**config.mk**
```make
export PLATFORM = sky130hd
export DESIGN_NAME = mcmd_core
export DESIGN_NICKNAME = d
export VERILOG_FILES = /design/src/design/mcmd_pkg.sv /design/src/design/mcmd_core.sv
export SDC_FILE = /design/constraint.sdc
export NUM_CORES = 1
export LEC_CHECK = 0
export BUFFER_PORTS_ARGS = -buffer_cell sky130_fd_sc_hd__buf_2
export CAP_MARGIN = 20
export CORE_ASPECT_RATIO = 1.1
export CORE_UTILIZATION = 43
export DETAILED_ROUTE_END_ITERATION = 16
export GPL_ROUTABILITY_DRIVEN = 1
export PLACE_DENSITY_LB_ADDON = 0.2
export RECOVER_POWER = 25
export SLEW_MARGIN = 20
export SYNTH_ARGS = -nofsm -noshare
export SYNTH_HDL_FRONTEND = slang
export SYNTH_SLANG_ARGS = --single-unit
```
**constraint.sdc**
```tcl
create_clock -name clk_sys -period 7 [get_ports clk_sys]
set_clock_uncertainty 0.05 [all_clocks]
set_input_delay 0.7 -clock clk_sys [delete_from_list [all_inputs] [get_ports clk_sys]]
set_output_delay 0.7 -clock clk_sys [all_outputs]
set_load 0.03 [all_outputs]
```
**src/design/mcmd_pkg.sv**
```systemverilog
package mcmd_pkg;

  localparam logic [7:0] CMD_RESET      = 8'h00;
  localparam logic [7:0] CMD_START      = 8'h01;
  localparam logic [7:0] CMD_DEF_HOME   = 8'h02;
  localparam logic [7:0] CMD_ARM_INDEX  = 8'h03;
  localparam logic [7:0] CMD_NARROW     = 8'h05;
  localparam logic [7:0] CMD_WIDE       = 8'h06;
  localparam logic [7:0] CMD_ERR_STOP   = 8'h1A;
  localparam logic [7:0] CMD_ERR_REPORT = 8'h1B;
  localparam logic [7:0] CMD_MASK       = 8'h1C;
  localparam logic [7:0] CMD_FLAG_CLR   = 8'h1D;
  localparam logic [7:0] CMD_BP_ABS     = 8'h20;
  localparam logic [7:0] CMD_BP_REL     = 8'h21;

  localparam int BIT_BUSY  = 0;
  localparam int BIT_INDEX = 3;
  localparam int BIT_PERR  = 5;
  localparam int BIT_BKPT  = 6;

  localparam logic [11:0] ZERO_WIDE   = 12'h800;
  localparam logic [11:0] ZERO_NARROW = 12'h080;
  localparam logic [6:1]  MASK_RESET  = 6'h1F;
  // Conditions that arrive from outside: command error, trajectory done, wrap-around
  localparam logic [6:1]  COND_EXT    = 6'h0B;

  localparam int CLK_MHZ         = 125;
  localparam int RESET_US_X10    = 15;
  localparam int RESET_LIMIT_CYC = RESET_US_X10 * 100 * CLK_MHZ;
  // Reset window kept well inside the limit; its exact length is free
  localparam int RESET_CYC       = 4095;
  localparam int BUSY_CYC     = 16;
  localparam int CNT_W        = 18;

  localparam logic [2:0] WORDS_TWO  = 3'h1;
  localparam logic [2:0] WORDS_FOUR = 3'h2;

  typedef enum logic [2:0] {
    ST_IDLE  = 3'b000,
    ST_RESET = 3'b001,
    ST_DATA  = 3'b010,
    ST_BUSY  = 3'b011
  } mcmd_state_t;

  typedef struct packed {
    logic        portSelN;
    logic        wrStrobe;
    logic [7:0]  data;
  } mcmd_hostwr_t;

  typedef struct packed {
    logic signed [31:0] actualPos;
    logic signed [31:0] targetPos;
    logic signed [15:0] posError;
    logic [11:0]        filterOut;
    logic               phaseA;
    logic               phaseB;
    logic               indexIn;
    logic               sampleTick;
  } mcmd_loop_t;

endpackage

```
**src/design/mcmd_core.sv**
```systemverilog
// Behaviour
// (RL1) Reset command or pin zeroes filter, trajectory, their buffers and motor output.
// (RL2) Zero motor output is 80 hex narrow, 800 hex wide.
// (RL3) During reset port shows 800 hex, then reverts to 80 hex.
// (RL4) Reset masks breakpoint interrupt and unmasks the other five.
// (RL5) Reset selects narrow output and takes current position as home.
// (RL6) Reset accepted anytime, finishes within 1.5 ms; the code takes command 00 only when idle, and the pin at any time.
// (RL7) Command 05 selects narrow latched output, also the default.
// (RL8) Host never selects narrow output with a wide converter.
// (RL9) Host selects wide output with 06 early and after each reset.
// (RL10) Host never selects wide output with narrow or pulse-width output.
// (RL11) Command 02 makes current position absolute zero.
// (RL12) Home redefinition keeps current stop position until start motion.
// (RL13) Interrupt output asserted only for unmasked conditions.
// (RL14) Status flags follow conditions regardless of mask.
// (RL15) Command 03 captures position at next index, sets status bit 3.
// (RL16) Capture when both phases and index are low.
// (RL17) Command 1B loads two-byte error threshold, high byte first.
// (RL18) Error magnitude above threshold sets status bit 5.
// (RL19) Command 1A also forces motor output to zero code on error.
// (RL20) Command 20 loads four-byte absolute breakpoint; reaching sets bit 6.
// (RL21) Command 21 loads breakpoint relative to target position.
// (RL22) Host keeps relative breakpoint plus target within position range.
// (RL23) Command byte written with port select low after busy found low.
// (RL24) Command written while busy is ignored.
// (RL25) Data goes as big-endian word pairs, busy checked per word.
// (RL26) Mask command uses bits 1 to 6 of low byte, zero masks.
// (RL27) Breakpoint compared each sample, flag set when reached or passed.
`timescale 1ns/1ps
module mcmd_core
  import mcmd_pkg::*;
(
  input  wire logic               clk_sys,       // System clock
  input  wire logic               rst_n,         // Hardware reset
  input  wire mcmd_hostwr_t       hostWr,        // Host write strobe and byte
  input  wire mcmd_loop_t         loopIn,        // Loop and encoder state
  input  wire logic [6:1]         condIn,        // Other condition levels from the loop
  output logic [7:0]              statusByte,    // Status byte
  output logic                    hostIrq,       // Host interrupt
  output logic [11:0]             motorOut,      // Converter port value
  output logic                    wideMode,      // Wide output selected
  output logic                    clearLoop,     // Zero filter and trajectory state
  output logic                    startHold,     // Home moved: stop point kept until start
  output logic signed [31:0]      homeOffset,    // Position of home
  output logic signed [31:0]      indexPos,      // Captured index position
  output logic [6:1]              intMask        // Interrupt enables
);

  mcmd_state_t        state_q;
  logic [CNT_W-1:0]   cnt_q;
  logic [7:0]         cmd_q;
  logic [2:0]         words_q;
  logic               hiPhase_q;
  logic [7:0]         hiByte_q;
  logic [15:0]        word0_q;
  logic [15:0]        errThresh_q;
  logic               errStop_q;
  logic signed [31:0] bkpt_q;
  logic               bkptArm_q;
  logic               bkptAbove_q;
  logic               indexArm_q;
  logic [6:1]         flag_q;
  logic               prevWr_q;
  logic               wrRise;
  logic               cmdTake;
  logic               dataTake;
  logic               softReset;
  logic signed [31:0] relPos;
  logic [15:0]        errMag;
  logic               bkptHit;
  logic               idxHit;

  function automatic logic [2:0] wordsFor(input logic [7:0] c);
    unique case (c)
      CMD_ERR_STOP, CMD_ERR_REPORT, CMD_MASK, CMD_FLAG_CLR: wordsFor = WORDS_TWO;
      CMD_BP_ABS, CMD_BP_REL:                               wordsFor = WORDS_FOUR;
      default:                                              wordsFor = 3'h0;
    endcase
  endfunction

  assign wrRise    = hostWr.wrStrobe & ~prevWr_q;
  assign cmdTake   = wrRise & ~hostWr.portSelN & (state_q == ST_IDLE); // RL23 RL24
  assign dataTake  = wrRise & hostWr.portSelN & (state_q == ST_DATA); // RL25
  assign softReset = cmdTake & (hostWr.data == CMD_RESET); // RL6
  assign relPos    = loopIn.actualPos - homeOffset;
  assign errMag    = loopIn.posError[15] ? 16'(-loopIn.posError) : 16'(loopIn.posError);
  assign bkptHit   = bkptArm_q & loopIn.sampleTick
                     & (bkptAbove_q ? (relPos <= bkpt_q) : (relPos >= bkpt_q)); // RL27
  assign idxHit    = indexArm_q & ~loopIn.phaseA & ~loopIn.phaseB & ~loopIn.indexIn; // RL16

  always_ff @(posedge clk_sys) begin
    if (!rst_n) begin
      prevWr_q <= 1'b0;
    end else begin
      prevWr_q <= hostWr.wrStrobe;
    end
  end

  // Command sequencer
  always_ff @(posedge clk_sys) begin
    if (!rst_n) begin
      state_q   <= ST_RESET;
      cnt_q     <= CNT_W'(RESET_CYC);
      cmd_q     <= 8'h00;
      words_q   <= 3'h0;
      hiPhase_q <= 1'b1;
      hiByte_q  <= 8'h00;
      word0_q   <= 16'h0000;
    end else if (softReset) begin
      state_q <= ST_RESET; // RL1
      cnt_q   <= CNT_W'(RESET_CYC);
    end else begin
      unique case (state_q)
        ST_IDLE: begin
          if (cmdTake) begin
            cmd_q     <= hostWr.data;
            words_q   <= wordsFor(hostWr.data);
            hiPhase_q <= 1'b1;
            cnt_q     <= CNT_W'(BUSY_CYC);
            state_q   <= ST_BUSY;
          end
        end
        ST_RESET: begin
          if (cnt_q == '0) begin
            state_q <= ST_IDLE;
          end else begin
            cnt_q <= cnt_q - 1'b1;
          end
        end
        ST_DATA: begin
          if (dataTake && hiPhase_q) begin
            hiByte_q  <= hostWr.data;
            hiPhase_q <= 1'b0;
          end else if (dataTake) begin
            word0_q   <= {hiByte_q, hostWr.data};
            hiPhase_q <= 1'b1;
            words_q   <= words_q - 1'b1;
            cnt_q     <= CNT_W'(BUSY_CYC);
            state_q   <= ST_BUSY;
          end
        end
        ST_BUSY: begin
          if (cnt_q != '0) begin
            cnt_q <= cnt_q - 1'b1;
          end else if (words_q != 3'h0) begin
            state_q <= ST_DATA;
          end else begin
            state_q <= ST_IDLE;
          end
        end
        default: state_q <= ST_IDLE;
      endcase
    end
  end

  // A word completes when busy starts with one fewer outstanding
  logic wordDone;
  logic lastWord;
  assign wordDone = dataTake & ~hiPhase_q;
  assign lastWord = wordDone & (words_q == 3'h1);

  // Configuration and registers loaded by commands
  always_ff @(posedge clk_sys) begin
    if (!rst_n || softReset) begin
      wideMode   <= 1'b0; // RL5
      intMask    <= MASK_RESET; // RL4
      errThresh_q <= 16'h7FFF;
      errStop_q  <= 1'b0;
      bkpt_q     <= '0;
      bkptArm_q  <= 1'b0;
      bkptAbove_q <= 1'b0;
      startHold  <= 1'b0;
    end else begin
      if (cmdTake && hostWr.data == CMD_NARROW) begin
        wideMode <= 1'b0; // RL7
      end
      if (cmdTake && hostWr.data == CMD_WIDE) begin
        wideMode <= 1'b1;
      end
      if (cmdTake && hostWr.data == CMD_DEF_HOME && state_q == ST_IDLE) begin
        startHold <= 1'b1; // RL12
      end else if (cmdTake && hostWr.data == CMD_START) begin
        startHold <= 1'b0;
      end
      if (lastWord) begin
        unique case (cmd_q)
          CMD_ERR_REPORT: begin
            errThresh_q <= {1'b0, hiByte_q[6:0], hostWr.data}; // RL17
            errStop_q   <= 1'b0;
          end
          CMD_ERR_STOP: begin
            errThresh_q <= {1'b0, hiByte_q[6:0], hostWr.data}; // RL19
            errStop_q   <= 1'b1;
          end
          CMD_MASK: intMask <= hostWr.data[6:1]; // RL26
          CMD_BP_ABS, CMD_BP_REL: begin
            bkpt_q <= (cmd_q == CMD_BP_REL)
                      ? loopIn.targetPos - homeOffset + $signed({word0_q, hiByte_q, hostWr.data})
                      : $signed({word0_q, hiByte_q, hostWr.data}); // RL20 RL21
            bkptArm_q   <= 1'b1;
            bkptAbove_q <= relPos > ((cmd_q == CMD_BP_REL)
                      ? loopIn.targetPos - homeOffset + $signed({word0_q, hiByte_q, hostWr.data})
                      : $signed({word0_q, hiByte_q, hostWr.data}));
          end
          default: ;
        endcase
      end else if (bkptHit) begin
        bkptArm_q <= 1'b0;
      end
    end
  end

  // Home and index capture
  always_ff @(posedge clk_sys) begin
    if (!rst_n) begin
      homeOffset <= '0;
      indexPos   <= '0;
      indexArm_q <= 1'b0;
    end else begin
      if (softReset || (state_q == ST_RESET && cnt_q == '0)) begin
        homeOffset <= loopIn.actualPos; // RL5
      end else if (cmdTake && hostWr.data == CMD_DEF_HOME) begin
        homeOffset <= loopIn.actualPos; // RL11
      end
      if (softReset) begin
        indexArm_q <= 1'b0;
      end else if (cmdTake && hostWr.data == CMD_ARM_INDEX) begin
        indexArm_q <= 1'b1; // RL15
      end else if (idxHit) begin
        indexPos   <= relPos; // RL15
        indexArm_q <= 1'b0;
      end
    end
  end

  // Condition flags: set wins over clear
  logic [6:1] setEv;
  logic [6:1] clrEv;
  always_comb begin
    setEv           = condIn & COND_EXT;
    setEv[BIT_INDEX] = idxHit;
    setEv[BIT_PERR]  = errMag > errThresh_q; // RL18
    setEv[BIT_BKPT]  = bkptHit;
    clrEv = (lastWord && cmd_q == CMD_FLAG_CLR) ? ~hostWr.data[6:1] : 6'h00;
  end

  always_ff @(posedge clk_sys) begin
    if (!rst_n || softReset) begin
      flag_q <= 6'h00;
    end else begin
      flag_q <= (flag_q & ~clrEv) | setEv; // RL14
    end
  end

  // Motor output
  always_ff @(posedge clk_sys) begin
    if (!rst_n) begin
      motorOut <= ZERO_WIDE; // RL3
    end else if (softReset || state_q == ST_RESET) begin
      // A soft reset comes from idle, where the counter already rests at zero
      motorOut <= (!softReset && cnt_q == '0) ? ZERO_NARROW : ZERO_WIDE; // RL1 RL3
    end else if (errStop_q && flag_q[BIT_PERR]) begin
      motorOut <= wideMode ? ZERO_WIDE : ZERO_NARROW; // RL2 RL19
    end else if (wideMode) begin
      motorOut <= loopIn.filterOut;
    end else begin
      motorOut <= {4'h0, loopIn.filterOut[11:4]};
    end
  end

  assign clearLoop  = (state_q == ST_RESET); // RL1
  assign hostIrq    = |(flag_q & intMask); // RL13
  assign statusByte = {1'b0, flag_q, state_q != ST_IDLE && state_q != ST_DATA};

endmodule

```
* After elaboration in Yosys (flattened, before gate mapping)
Cells that the tools add are included.
Word-level totals: register bits 199, bits in latches 0, memory bits (writable) 0, memory bits (read-only) 0, logic and storage cells 183, memories 0
Cells by class: add/subtract/negate cells 6, multipliers 0, div/mod/pow operators 0, order comparisons 4, eq/ne operators 31, shifts and indexed selects 0, mux-type cells 43, bitwise gates (word level) 28, reductions and logical operators 50
Operators with widths (count):
- 32-bit two-way mux | 3
- 18-bit two-way mux | 5
- 18-bit one-hot mux with 4 select lines | 1
- 8-bit by 5-bit == test with 1-bit output, second input constant | 8
- 32-bit subtractor | 2
- 12-bit two-way mux | 5
- 32-bit adder | 1
- 8-bit by 6-bit == test with 1-bit output, second input constant | 4
- 32-bit >= comparator | 1
- 32-bit greater-than comparator | 1
- 32-bit less-or-equal comparator | 1
- 3-bit two-way mux | 8
- 18-bit zero test | 1
- 18-bit nonzero test | 1
- 18-bit by 1-bit subtractor with 18-bit output, second input constant | 1
- 8-bit by 2-bit == test with 1-bit output, second input constant | 2
- 8-bit by 3-bit == test with 1-bit output, second input constant | 2
- 16-bit by 15-bit greater-than comparator with 1-bit output | 1
- 16-bit two-way mux | 1
- 16-bit negator | 1
- 2-bit nonzero test | 7
- 1-bit AND | 13
- 1-bit two-way mux | 13
- 6-bit AND | 2
- 31 further kinds | 77

* Logic depth before layout (Yosys ltp)
Gate-level depths: netlist of the first run.
depth after elaboration 11, gate-level depth with buffers 22, depth with buffers taken out 22

* Least setup slack after synthesis of the first run
No wires, ideal clock.
kind input-to-reg, start input hostWr[2] (netlist bit), end register bkptAbove_q, setup time 0.117 ns, data arrival time 5.181 ns, required time 6.833 ns, path slack 1.652 ns, stages 19, buffers on the path 1, cell sequence clkbuf_1 > inv_1 > fa_1 > inv_1 > ha_1 > o211ai_1 > o211ai_1 > a221oi_2 > a21oi_1 > or4_1 > a31oi_1 > xnor2_1 > ha_1 > nand4_1 > nor4_1 > nand2_1 > or4_1 > nand3_1 > o21ai_1
Between the ends: cells in the longest elaborated chain, start to end 3, elaborated cells on any way between the ends 6, classes of those cells add/sub (1); order compare (1); mux (1); bitwise (1); reduce/logical (2)
Ends and longest elaborated chain:
- start: declaration | line mcmd_core.sv:35 | input wire mcmd_hostwr_t hostWr,
- 32-bit adder / 8-bit zero test (equally long branches) | line mcmd_core.sv:202, mcmd_core.sv:84
- 32-bit two-way mux / 1-bit AND (equally long branches) | line mcmd_core.sv:202, mcmd_core.sv:84
- 32-bit greater-than comparator / 1-bit logical OR (equally long branches) | line mcmd_core.sv:201, mcmd_core.sv:164
- end signal: assignment | line mcmd_core.sv:201 | bkptAbove_q <= relPos > ((cmd_q == CMD_BP_REL)
- end: declaration | line mcmd_core.sv:60 | logic bkptAbove_q;
Parallel ways exist; a longest one is shown, timed or not. A chain may end at the register's enable or synchronous reset.

* Final worst setup path of the first run
start input hostWr[1] (netlist bit), end register bkptAbove_q
The elaborated chain is that of the path after synthesis.

==> metrics, run 1 <==
RSZ-0062 raised after global routing no; Final ANT Viol Nets 0; Net Count, Synth 2125; drt initial violations 738; commonest non-fill, non-tap cell in the layout nand2_1; max incr delay on CP 0.63 ns; Post-Syn Area 14540 um^2; Hold-fix buffers, CTS 0; first drt pass iteration count 6; GRT overflow 0; Skew-Pair Late Insertion Delay 0.44 ns; minimum clock period 5.650 ns; core footprint 33280 um^2; Die Area 34540 um^2; Via density 5.456; endpoint type of the worst setup path register; YS warnings 0; Setup-failing EPs final 0; CTS buffer count 17; Antenna diodes 0; asr flop ratio synth 0%; Starting Density 43.67%; arrival time at the worst endpoint 5.94 ns; worst vdd ir 0.0001451 V; drt wl/cell 17.74 um; Post-route DRC 0; htree depth 4; Layout area overhead 13.38%; total routed wirelength 43.35 mm; share of cells above drive strength 1 9.742%; largest net degree at the start of global routing 60; Post-synth EDFFs 0; first-pass GRT wire length 68.12 mm; post-synthesis cell type count 73; critical-path maximum fanout 11; syn avg cell area 7.934 um^2; FF+latch count, synth 198; Hold Crit Class register to register; # Max-Cap Violations 1; CTS max path bufs 2; Final Cycle Share 80.71%; vias in the first global route 12990; Synth top area share 27.27%; Yosys top cell by area dfxtp_1; initial antenna violation count 0; CP required 7.29 ns; status finished, violations left; Die X 177.3 um; via count 13340; Mapped Cells 1832; top_reg_cell synth dfxtp_1; Root Driver clkbuf_16; slew margin rel. -48.18%; Layout Nets 2293; Cell Rows 70; TritonCTS clock tree done; post-CTS setup buffer count 0; Peak Freq 177.0 MHz; Worst Setup Start Kind input pin; Setup TNS 0 ns; CTS clk-pin slew, worst paths 0.08 ns; Placer Congestion 0.9203; Clock Sinks 198; CP Class input pin to register; HPWL after detailed placement 34.27 mm; CP Cell Sequence buf_2 -> inv_1 -> fa_1 -> inv_1 -> ha_1 -> a211oi_2 -> o211ai_1 -> a221oi_2 -> buf_4 -> a21oi_1 -> or4_1 -> a31oi_1 -> xnor2_1 -> ha_1 -> nand4_1 -> nor4_1 -> nand2_1 -> or4_1 -> nand3_1 -> o21ai_1; PostCTS Resize Cnt 0; power per cell area 166.1 nW/um^2; All-Layer GR Usage 25.23%; Pleak 0.006891 uW; Worst Tran Pin Value 2.223 ns; failing checks max-capacitance violations, max-slew violations; top cells by area, synth dfxtp_1 27%, ha_1 13%, nand2_1 6.2%; die height 194.8 um; total power 2738 uW; slowest stage cell, crit path fa_1; port bufs 203; sequential fraction of the synthesis area 27.27%; final hold violations 0; most frequent cells in the layout 241 x nand2_1, 223 x inv_1, 198 x dfxtp_1; IO Pins 208; Pins Over Slew Limit 58
## sequential cells by signal, indices dropped and copies added, names as in the netlist, 2 cells and up
name / cells
motorOut: 12
flag_q: 6
state_q: 2
cmd_q: 8
indexPos: 32
intMask: 6
words_q: 3
errThresh_q: 15
bkpt_q: 32
cnt_q: 18
hiByte_q: 8
homeOffset: 32
word0_q: 16
## where the power goes
| group | switching (uW) | internal [uW] | total, uW |
|---|---|---|---|
| Combinational | 354 | 238 | 592 |
| Clock | 493 | 523 | 1020 |
| Sequential | 1.96 | 1130 | 1130 |
## cell families (layout without fill, tap and decap cells)
logic type	Yosys count	in the layout	synth area share (%)
xor gates and xnor gates	90	90	5.423
AOI/OAI and AO/OA	493	493	22.59
other	1	1	0.02580
adders and majority gates	179	179	17.06
muxes	28	28	1.928
buffers and inverters	294	474	7.687
DFF	198	198	27.27
and+or+nand+nor	549	549	18.02
## layout make-up
type	count	area (um^2)
fill	3349	16800
multi-input combinational	1340	9483
sequential	198	3964
timing repair buffer	220	1057
inverter	223	837.1
tap	432	540.5
clock buffer	19	452.9
clock inverter	12	145.1
## worst max-delay path, delay by kind of cell
family          cells  cell delay [ns]
fa+ha+maj           3             1.28
simple gates        6             1.87
xor+xnor            1             0.13
buf+inv             4             0.72
compound gates      6             1.24
## worst paths after layout
path	from	end	slack (ns)	cells after the start
setup reg to reg	homeOffset[5]	flag_q[6]	1.39	17
setup / recovery	hostWr[1]	bkptAbove_q	1.35	20
hold reg to reg	indexPos[13]	indexPos[13]	0.40	2
hold / removal	indexPos[13]	indexPos[13]	0.40	2
## Yosys cell counts, types with 27 or more instances
| library cell | count |
|---|---|
| dfxtp_1 | 198 |
| nor3_1 | 27 |
| a21boi_1 | 53 |
| mux2i_1 | 28 |
| a21o_1 | 59 |
| inv_1 | 223 |
| o21ai_0 | 50 |
| nor2_1 | 96 |
| nand3_1 | 33 |
| o21ai_1 | 33 |
| ha_1 | 147 |
| nand2_1 | 241 |
| xor2_1 | 29 |
| xnor2_1 | 61 |
| o211ai_1 | 29 |
| fa_1 | 32 |
| a21oi_1 | 119 |
| clkbuf_1 | 62 |
## layer usage
layer | part of all wire (%) | track usage (%) | vias up
met5 | 0 | 0 | -
li1 | - | - | 6676
met3 | 4.3 | 2.719 | 67
met4 | 3.8 | 10.76 | 0
met2 | 50 | 46.79 | 316
met1 | 42 | 28.79 | 6276
## metrics by stage
step	util (%)	hold slack (ns)	instances	area [um^2]	worst slack [ns]
after floorplan	-	0.3863	1832	14540	1.652
after global placement	47.94	0.3906	2412	15950	1.020
after detailed placement	47.94	0.3946	2412	15950	0.9123
after CTS	49.73	0.3948	2443	16550	1.377
after global routing	49.52	0.4124	2444	16480	0.9782
final	49.52	0.4043	2444	16480	1.350
Note: power is estimated with default switching activity, not from simulation.
==> inputs of run 2 (changes only) <==
--- a/config.mk
+++ b/config.mk
@@ -5,6 +5,7 @@
 export SDC_FILE = /design/constraint.sdc
 export NUM_CORES = 1
 export LEC_CHECK = 0
+export ABC_AREA = 1
 export BUFFER_PORTS_ARGS = -buffer_cell sky130_fd_sc_hd__buf_2
 export CAP_MARGIN = 20
 export CORE_ASPECT_RATIO = 1.1
==> constraint.sdc (replaced) <==
create_clock -name clk_sys -period 5 [get_ports clk_sys]
set_clock_uncertainty 0.05 [all_clocks]
set_input_delay 0.5 -clock clk_sys [delete_from_list [all_inputs] [get_ports clk_sys]]
set_output_delay 0.5 -clock clk_sys [all_outputs]
set_load 0.03 [all_outputs]
==> run 2 against run 1 <==
  * The run still ends with max-capacitance violations, max-slew violations left
  * Sequential cell count did not move
  * Largest cell class unchanged
  * Via count is 17% higher
  * Clock power grew 42%
  * Largest power group unchanged
  * Critical path type is now register to register
  * Worst hold slack worse by 0.20 ns
  * Highest routed layer unchanged
  * Core utilization down 0.47 points
  * Critical endpoint is now flag_q[6]
==> metrics, run 2 <==
Via density 5.105 (-6.4%); Net Count, Synth 2681 (+26%); post-synthesis cell type count 58 (-21%); YS warnings 0 (unchanged); Post-route DRC 0 (unchanged); worst vdd ir 0.0002360 V (+63%); Placer Congestion 0.9807 (+6.6%); arrival time at the worst endpoint 4.47 ns (-1.47 ns); slowest stage cell, crit path o21ai_0; minimum clock period 4.217 ns; Top Registers bkpt_q (32), homeOffset (32), indexPos (32); Worst Tran Pin Value 2.697 ns (+0.4744 ns); max incr delay on CP 0.61 ns (-0.02 ns); Die Area 37670 um^2 (+9.0%); via count 15630 (+17%); CP Class register to register; CP Cell Sequence inv_1 -> ha_1 -> nand2_1 -> nor2_1 -> nand2_1 -> o21ai_0 -> nand3_1 -> nand3_1 -> nand2_1 -> ha_1 -> nand2_1 -> nor2_1 -> nand2_1 -> inv_1 -> a21oi_1 -> nand2_1 -> nand2_1 -> nand3_1 -> nand2_1 -> a21oi_1; Psw 1331 uW (+57%); Peak Freq 237.1 MHz; largest net degree at the start of global routing 65 (+8.3%); CP required 5.26 ns (-2.03 ns); PostCTS Resize Cnt 0 (unchanged); Setup TNS 0 ns (unchanged); FF-to-FF setup slack 0.78 ns (-0.61 ns); vias in the first global route 14660 (+13%); syn avg cell area 6.643 um^2 (-16%); fin cells 3061 (+25%); Yosys top cell by area dfxtp_1; min-delay src hostWr[8]; top_reg_cell synth dfxtp_1; Setup-failing EPs final 0 (unchanged); CTS buffer count 17 (unchanged); Synth top area share 24.99% (-2.3 points); CTS max path bufs 2 (unchanged); RSZ-0062 raised after global routing no; Post-Place Cells 3028 (+26%); failing checks max-capacitance violations, max-slew violations; Mapped Cells 2388 (+30%); sequential fraction of the synthesis area 24.99% (-2.3 points); Pleak 0.008719 uW (+27%); most frequent cells in the layout 538 x nand2_1, 453 x inv_1, 203 x nor2_1; die height 203.5 um (+4.4%); TritonCTS clock tree done; top cells by area, synth dfxtp_1 25%, nand2_1 13%, ha_1 12%; slew margin rel. -79.80% (-32 points); first-pass GRT wire length 76.62 mm (+12%); FF-to-FF End flag_q[6]; GRT overflow 0 (unchanged); Gate power share 22.5% (+0.9 points); delay-heaviest family, CP simple AND/OR/NAND/NOR gates; Post-Syn Area 15860 um^2 (+9.1%); final design instance area without fill 17780 um^2 (+7.9%); Post-synth EDFFs 0 (unchanged); # Max-Cap Violations 1 (unchanged); Layout Nets 2853 (+24%); area of the multi-input gates 9829 um^2 (+3.7%); filler instances 3814 (+14%); power per cell area 219.9 nW/um^2 (+32%); top-count cell post-synth nand2_1; Hold Path Sink prevWr_q; Final ANT Viol Nets 0 (unchanged); clock network fraction of total power 37.0% (about the same); hold path cells 3 (+1); drt initial violations 1109 (+50%); Reg power frac 40.5% (-0.8 points); top cells by count, synth 538 x nand2_1, 452 x inv_1, 203 x nor2_1; Skew-Pair Late Insertion Delay 0.47 ns (+0.03 ns); post-CTS setup buffer count 0 (unchanged); drt wl/cell 15.76 um (-11%); total routed wirelength 48.23 mm (+11%); CTS clk-pin slew, worst paths 0.09 ns (about the same); critical-path maximum fanout 6 (-5); status finished, violations left; Cell Rows 73 (+4.3%); share of cells above drive strength 1 9.949% (+0.21 points); endpoint type of the worst setup path register; Pins Over Slew Limit 61 (+5.2%); initial antenna violation count 0 (unchanged); Register-to-Register Path Depth 20 (+3); Worst path most repeated cell nand2_1; Hold-fix buffers, CTS 0 (unchanged); htree depth 4 (unchanged); Root Driver clkbuf_16; Sw Ratio 34.03% (+3.0 points); reg2reg start homeOffset[11]; HPWL after detailed placement 39.61 mm (+16%); Final Cycle Share 84.34%; core footprint 36260 um^2 (+9.0%); Starting Density 43.75% (+0.076 points); Die X 185.1 um (+4.4%); Clock Sinks 198 (unchanged); IO Pins 208 (unchanged); Hold Crit Class input pin to register; Post-DP Area 17250 um^2 (+8.1%); Layout area overhead 12.11%; internal power 2580 uW (+37%); first drt pass iteration count 5 (-1); FF+latch area 3964 um^2 (unchanged); port bufs 203 (unchanged); FF+latch count, synth 198 (unchanged); commonest non-fill, non-tap cell in the layout nand2_1; final hold violations 0 (unchanged); All-Layer GR Usage 26.20% (+0.97 points); Worst Setup Start Kind register; asr flop ratio synth 0% (unchanged); CP Buf/Inv Count 2 (-2)
## run 2: cell types whose count changed after synthesis, moves of 20 or more
cell | previous run | this run
a211oi_2 | 2 | 28
a211oi_1 | 25 | 5
xnor2_1 | 61 | 21
nand2_1 | 241 | 538
a21oi_1 | 119 | 201
a21boi_1 | 53 | 0
a21o_1 | 59 | 4
o21ai_0 | 50 | 142
inv_1 | 223 | 452
nand3_1 | 33 | 100
clkbuf_1 | 62 | 32
mux2i_1 | 28 | 0
nor2_1 | 96 | 203
## run 2: final cells by class
cell class                 count  share of cell area [%]
multi-input combinational   1662                   55.27
clock inverter                15                   1.105
antenna                        1                 0.01407
clock buffer                  17                   2.392
inverter                     468                   9.885
tap                          487                   3.426
sequential                   198                   22.29
timing repair buffer         213                   5.621
## run 2: worst max path at each step
stage,from,to,slack [ns],depth (start not counted)
finish,homeOffset[11],flag_q[6],0.78,20
detailed placement,hostWr[2],bkptAbove_q,0.46,25
global placement,hostWr[2],bkptAbove_q,0.52,25
floorplan,hostWr[2],bkptAbove_q,1.10,25
global route,hiByte_q[5],bkptAbove_q,0.37,23
CTS,homeOffset[11],flag_q[6],0.83,22
## run 2: per-layer routing
layer / part of all wire [%] / routed length, um / vias up / global-route usage (%)
met5: 0 / 0 / - / 0
met4: 4.1 / 1972 / 0 / 11.75
met3: 4.6 / 2215 / 73 / 3.250
met2: 47 / 22570 / 443 / 44.87
met1: 45 / 21480 / 7123 / 32.65
li1: - / - / 7988 / -
## run 2: worst min-delay path, cell delays in order
cell and delay [ns]:
buf_2 0.10, nand2_1 0.05, inv_1 0.04
## run 2: cell families after synthesis
kind of cell | after synthesis | share of synthesized area [%]
other cells | 1 | 0.02364
buf+inv | 528 | 13.05
fa+ha+maj | 179 | 15.63
simple gates | 948 | 25.16
flops | 198 | 24.99
xor+xnor | 55 | 3.037
compound gates | 479 | 18.11
## run 2: power by group through the flow
stage / combinational [uW] / clock (uW) / sequential [uW]
finish: 879 / 1450 / 1580
CTS: 875 / 1480 / 1580
floorplan: 603 / 0 / 1620
global placement: 854 / 0 / 1620
global route: 1000 / 1540 / 1580
detailed placement: 870 / 0 / 1620
## run 2: metrics by stage
step / hold WS (ns) / power, uW / setup WS (ns) / utilization, %
finish: 0.2000 / 3911 / 0.7830 / 49.05
global route: 0.2223 / 4124 / 0.3721 / 49.04
CTS: 0.1808 / 3936 / 0.8264 / 49.29
detailed placement: 0.4000 / 2491 / 0.4622 / 47.58
global placement: 0.3849 / 2475 / 0.5211 / 47.58
floorplan: 0.3742 / 2227 / 1.101 / -
==> inputs of run 3 (changes only) <==
--- a/config.mk
+++ b/config.mk
@@ -5,7 +5,7 @@
 export SDC_FILE = /design/constraint.sdc
 export NUM_CORES = 1
 export LEC_CHECK = 0
-export ABC_AREA = 1
+export ABC_AREA = 0
 export BUFFER_PORTS_ARGS = -buffer_cell sky130_fd_sc_hd__buf_2
 export CAP_MARGIN = 20
 export CORE_ASPECT_RATIO = 1.1
==> constraint.sdc (replaced) <==
create_clock -name clk_sys -period 3.7 [get_ports clk_sys]
set_clock_uncertainty 0.05 [all_clocks]
set_input_delay 0.37 -clock clk_sys [delete_from_list [all_inputs] [get_ports clk_sys]]
set_output_delay 0.37 -clock clk_sys [all_outputs]
set_load 0.03 [all_outputs]
==> run 3 against run 2 <==
  * Sequential power increased by 35%
  * Cell count decreased by 8.7%
  * Register-to-register slack got worse by 1.7 ns
  * Critical path depth decreased by 2
  * The run ends with negative setup slack left
  * Clock power increased by 32%
  * Die area decreased by 8.3%
==> metrics, run 3 (synthesis results as in run 1) <==
CTS max path bufs 2 (unchanged); Top Registers bkpt_q (32), homeOffset (32), indexPos (32); Worst Tran Pin Value 1.298 ns (-1.399 ns); # Max-Cap Violations 0 (-1); fin cells 2794 (-8.7%); Final Cycle Share 125.1% (+41 points); CTS clk-pin slew, worst paths 0.08 ns (about the same); port bufs 203 (unchanged); power per cell area 286.3 nW/um^2 (+30%); minimum clock period 4.630 ns (+0.4132 ns); first-pass GRT wire length 74.89 mm (-2.3%); CP required 4.01 ns (-1.25 ns); CTS buffer count 17 (unchanged); via count 14800 (-5.3%); Post-route DRC 0 (unchanged); die height 194.8 um (-4.2%); initial antenna violation count 0 (unchanged); Setup-failing EPs final 3 (+3); slew margin rel. 13.46% (+93 points); final hold violations 0 (unchanged); drt initial violations 792 (-29%); largest net degree at the start of global routing 63 (-3.1%); Root Driver clkbuf_16; GRT overflow 0 (unchanged); Post-Place Cells 2756 (-9.0%); Worst Setup Start Kind register; Clock Sinks 198 (unchanged); All-Layer GR Usage 27.78% (+1.6 points); status finished, violations left; Cell Rows 70 (-4.1%); RSZ-0062 raised after global routing yes; Hold Crit Class input pin to register; origin of the worst setup path homeOffset[1]; Pins Over Slew Limit 0 (-100%); reg2reg start homeOffset[1]; Peak Freq 216.0 MHz (-8.9%); HPWL after detailed placement 38.64 mm (-2.5%); endpoint type of the worst setup path register; failing checks negative setup slack; first drt pass iteration count 6 (+1); critical-path maximum fanout 3 (-3); Die X 177.3 um (-4.2%); most frequent cells in the layout 359 x buf_4, 239 x nand2_1, 216 x inv_1; met2 wire length 24.87 mm (+10%); Hold-fix buffers, CTS 0 (unchanged); Pleak 0.008693 uW (-0.30%); uppermost layer routed met4; Via density 5.297 (+3.8%); arrival time at the worst endpoint 4.94 ns (+0.47 ns); total routed wirelength 48.25 mm (about the same); TritonCTS clock tree done; Skew-Pair Late Insertion Delay 0.46 ns (about the same); Die Area 34540 um^2 (-8.3%); final worst slack -0.9301 ns (-1.713 ns); IO Pins 208 (unchanged); Layout Nets 2642 (-7.4%); htree depth 4 (unchanged); core footprint 33280 um^2 (-8.2%); drt wl/cell 17.27 um (+9.6%); worst vdd ir 0.0002913 V (+23%); min-delay src loopIn[0]; routed length on met1 19.30 mm (-10%); CP Class register to register; Final ANT Viol Nets 0 (unchanged); Antenna diodes 0 (-1); vias in the first global route 14600 (-0.42%); total power 5642 uW (+44%); met3 wire len 2.192 mm (-1.0%); Placer Congestion 1.019 (+3.9%); Layout area overhead 35.55%; commonest non-fill, non-tap cell in the layout buf_4; share of cells above drive strength 1 27.14% (+17 points); Starting Density 43.67% (-0.076 points)
==> run 3: final cells by class <==
cell class / instances / area, um^2
Clock buffer: 19 / 464.2
Timing Repair Buffer: 569 / 3730
Inverter: 223 / 837.1
Clock inverter: 13 / 135.1
Multi-Input combinational cell: 1340 / 9982
Fill cell: 3124 / 13580
Sequential cell: 198 / 4014
Tap cell: 432 / 540.5
==> run 3: what timing repair did <==
item,CTS,global route
setup endpoints to repair,3,3
pin swaps,7,39
gates resized for setup,12,54
buffers inserted,1,5
==> run 3: final timing paths <==
path,endpoint,slack (ns),depth (start not counted)
worst min-delay path,bkptArm_q,0.07,2
worst max-delay path,bkptAbove_q,-0.93,18
worst min register to register,indexPos[27],0.40,2
worst max register to register,bkptAbove_q,-0.93,18
==> run 3: metal layers <==
metal  vias up  global-route usage (%)
li1       7361                       -
met1      6973                   31.20
met2       381                   51.68
met3        85                   3.873
met4         0                   11.36
met5         -                       0
==> run 3: report_power, final <==
| group | switching, uW | internal [uW] |
|---|---|---|
| Clock | 971 | 954 |
| Sequential | 3.71 | 2130 |
| Combinational | 811 | 774 |
| Total | 1790 | 3860 |
==> run 3: through the flow <==
stage,hold slack [ns],worst slack (ns),cell area [um^2],setup TNS [ns],utilization [%]
CTS,0.05291,-0.8746,19450,-2.341,58.45
global placement,0.3876,-1.033,18800,-2.442,56.49
global route,0.05791,-1.045,19700,-2.697,59.20
floorplan,0.3863,-0.6143,14760,-0.8180,-
finish,0.07080,-0.9301,19700,-2.173,59.20
detailed placement,0.3956,-1.128,18800,-2.633,56.49
==> run 3: critical path: stages, from the launching register on <==
cell and delay, ns:
dfxtp_4 0.37, fa_2 0.58, inv_2 0.06, ha_4 0.24
a211oi_2 0.24, o211ai_1 0.19, a221oi_2 0.29, buf_4 0.18
a21oi_4 0.07, or4_4 0.44, a31oi_4 0.19, xnor2_2 0.10
ha_1 0.32, nand4_1 0.21, a311o_1 0.38, o221ai_1 0.18
o21bai_1 0.15, mux2i_1 0.21, o21ai_1 0.07
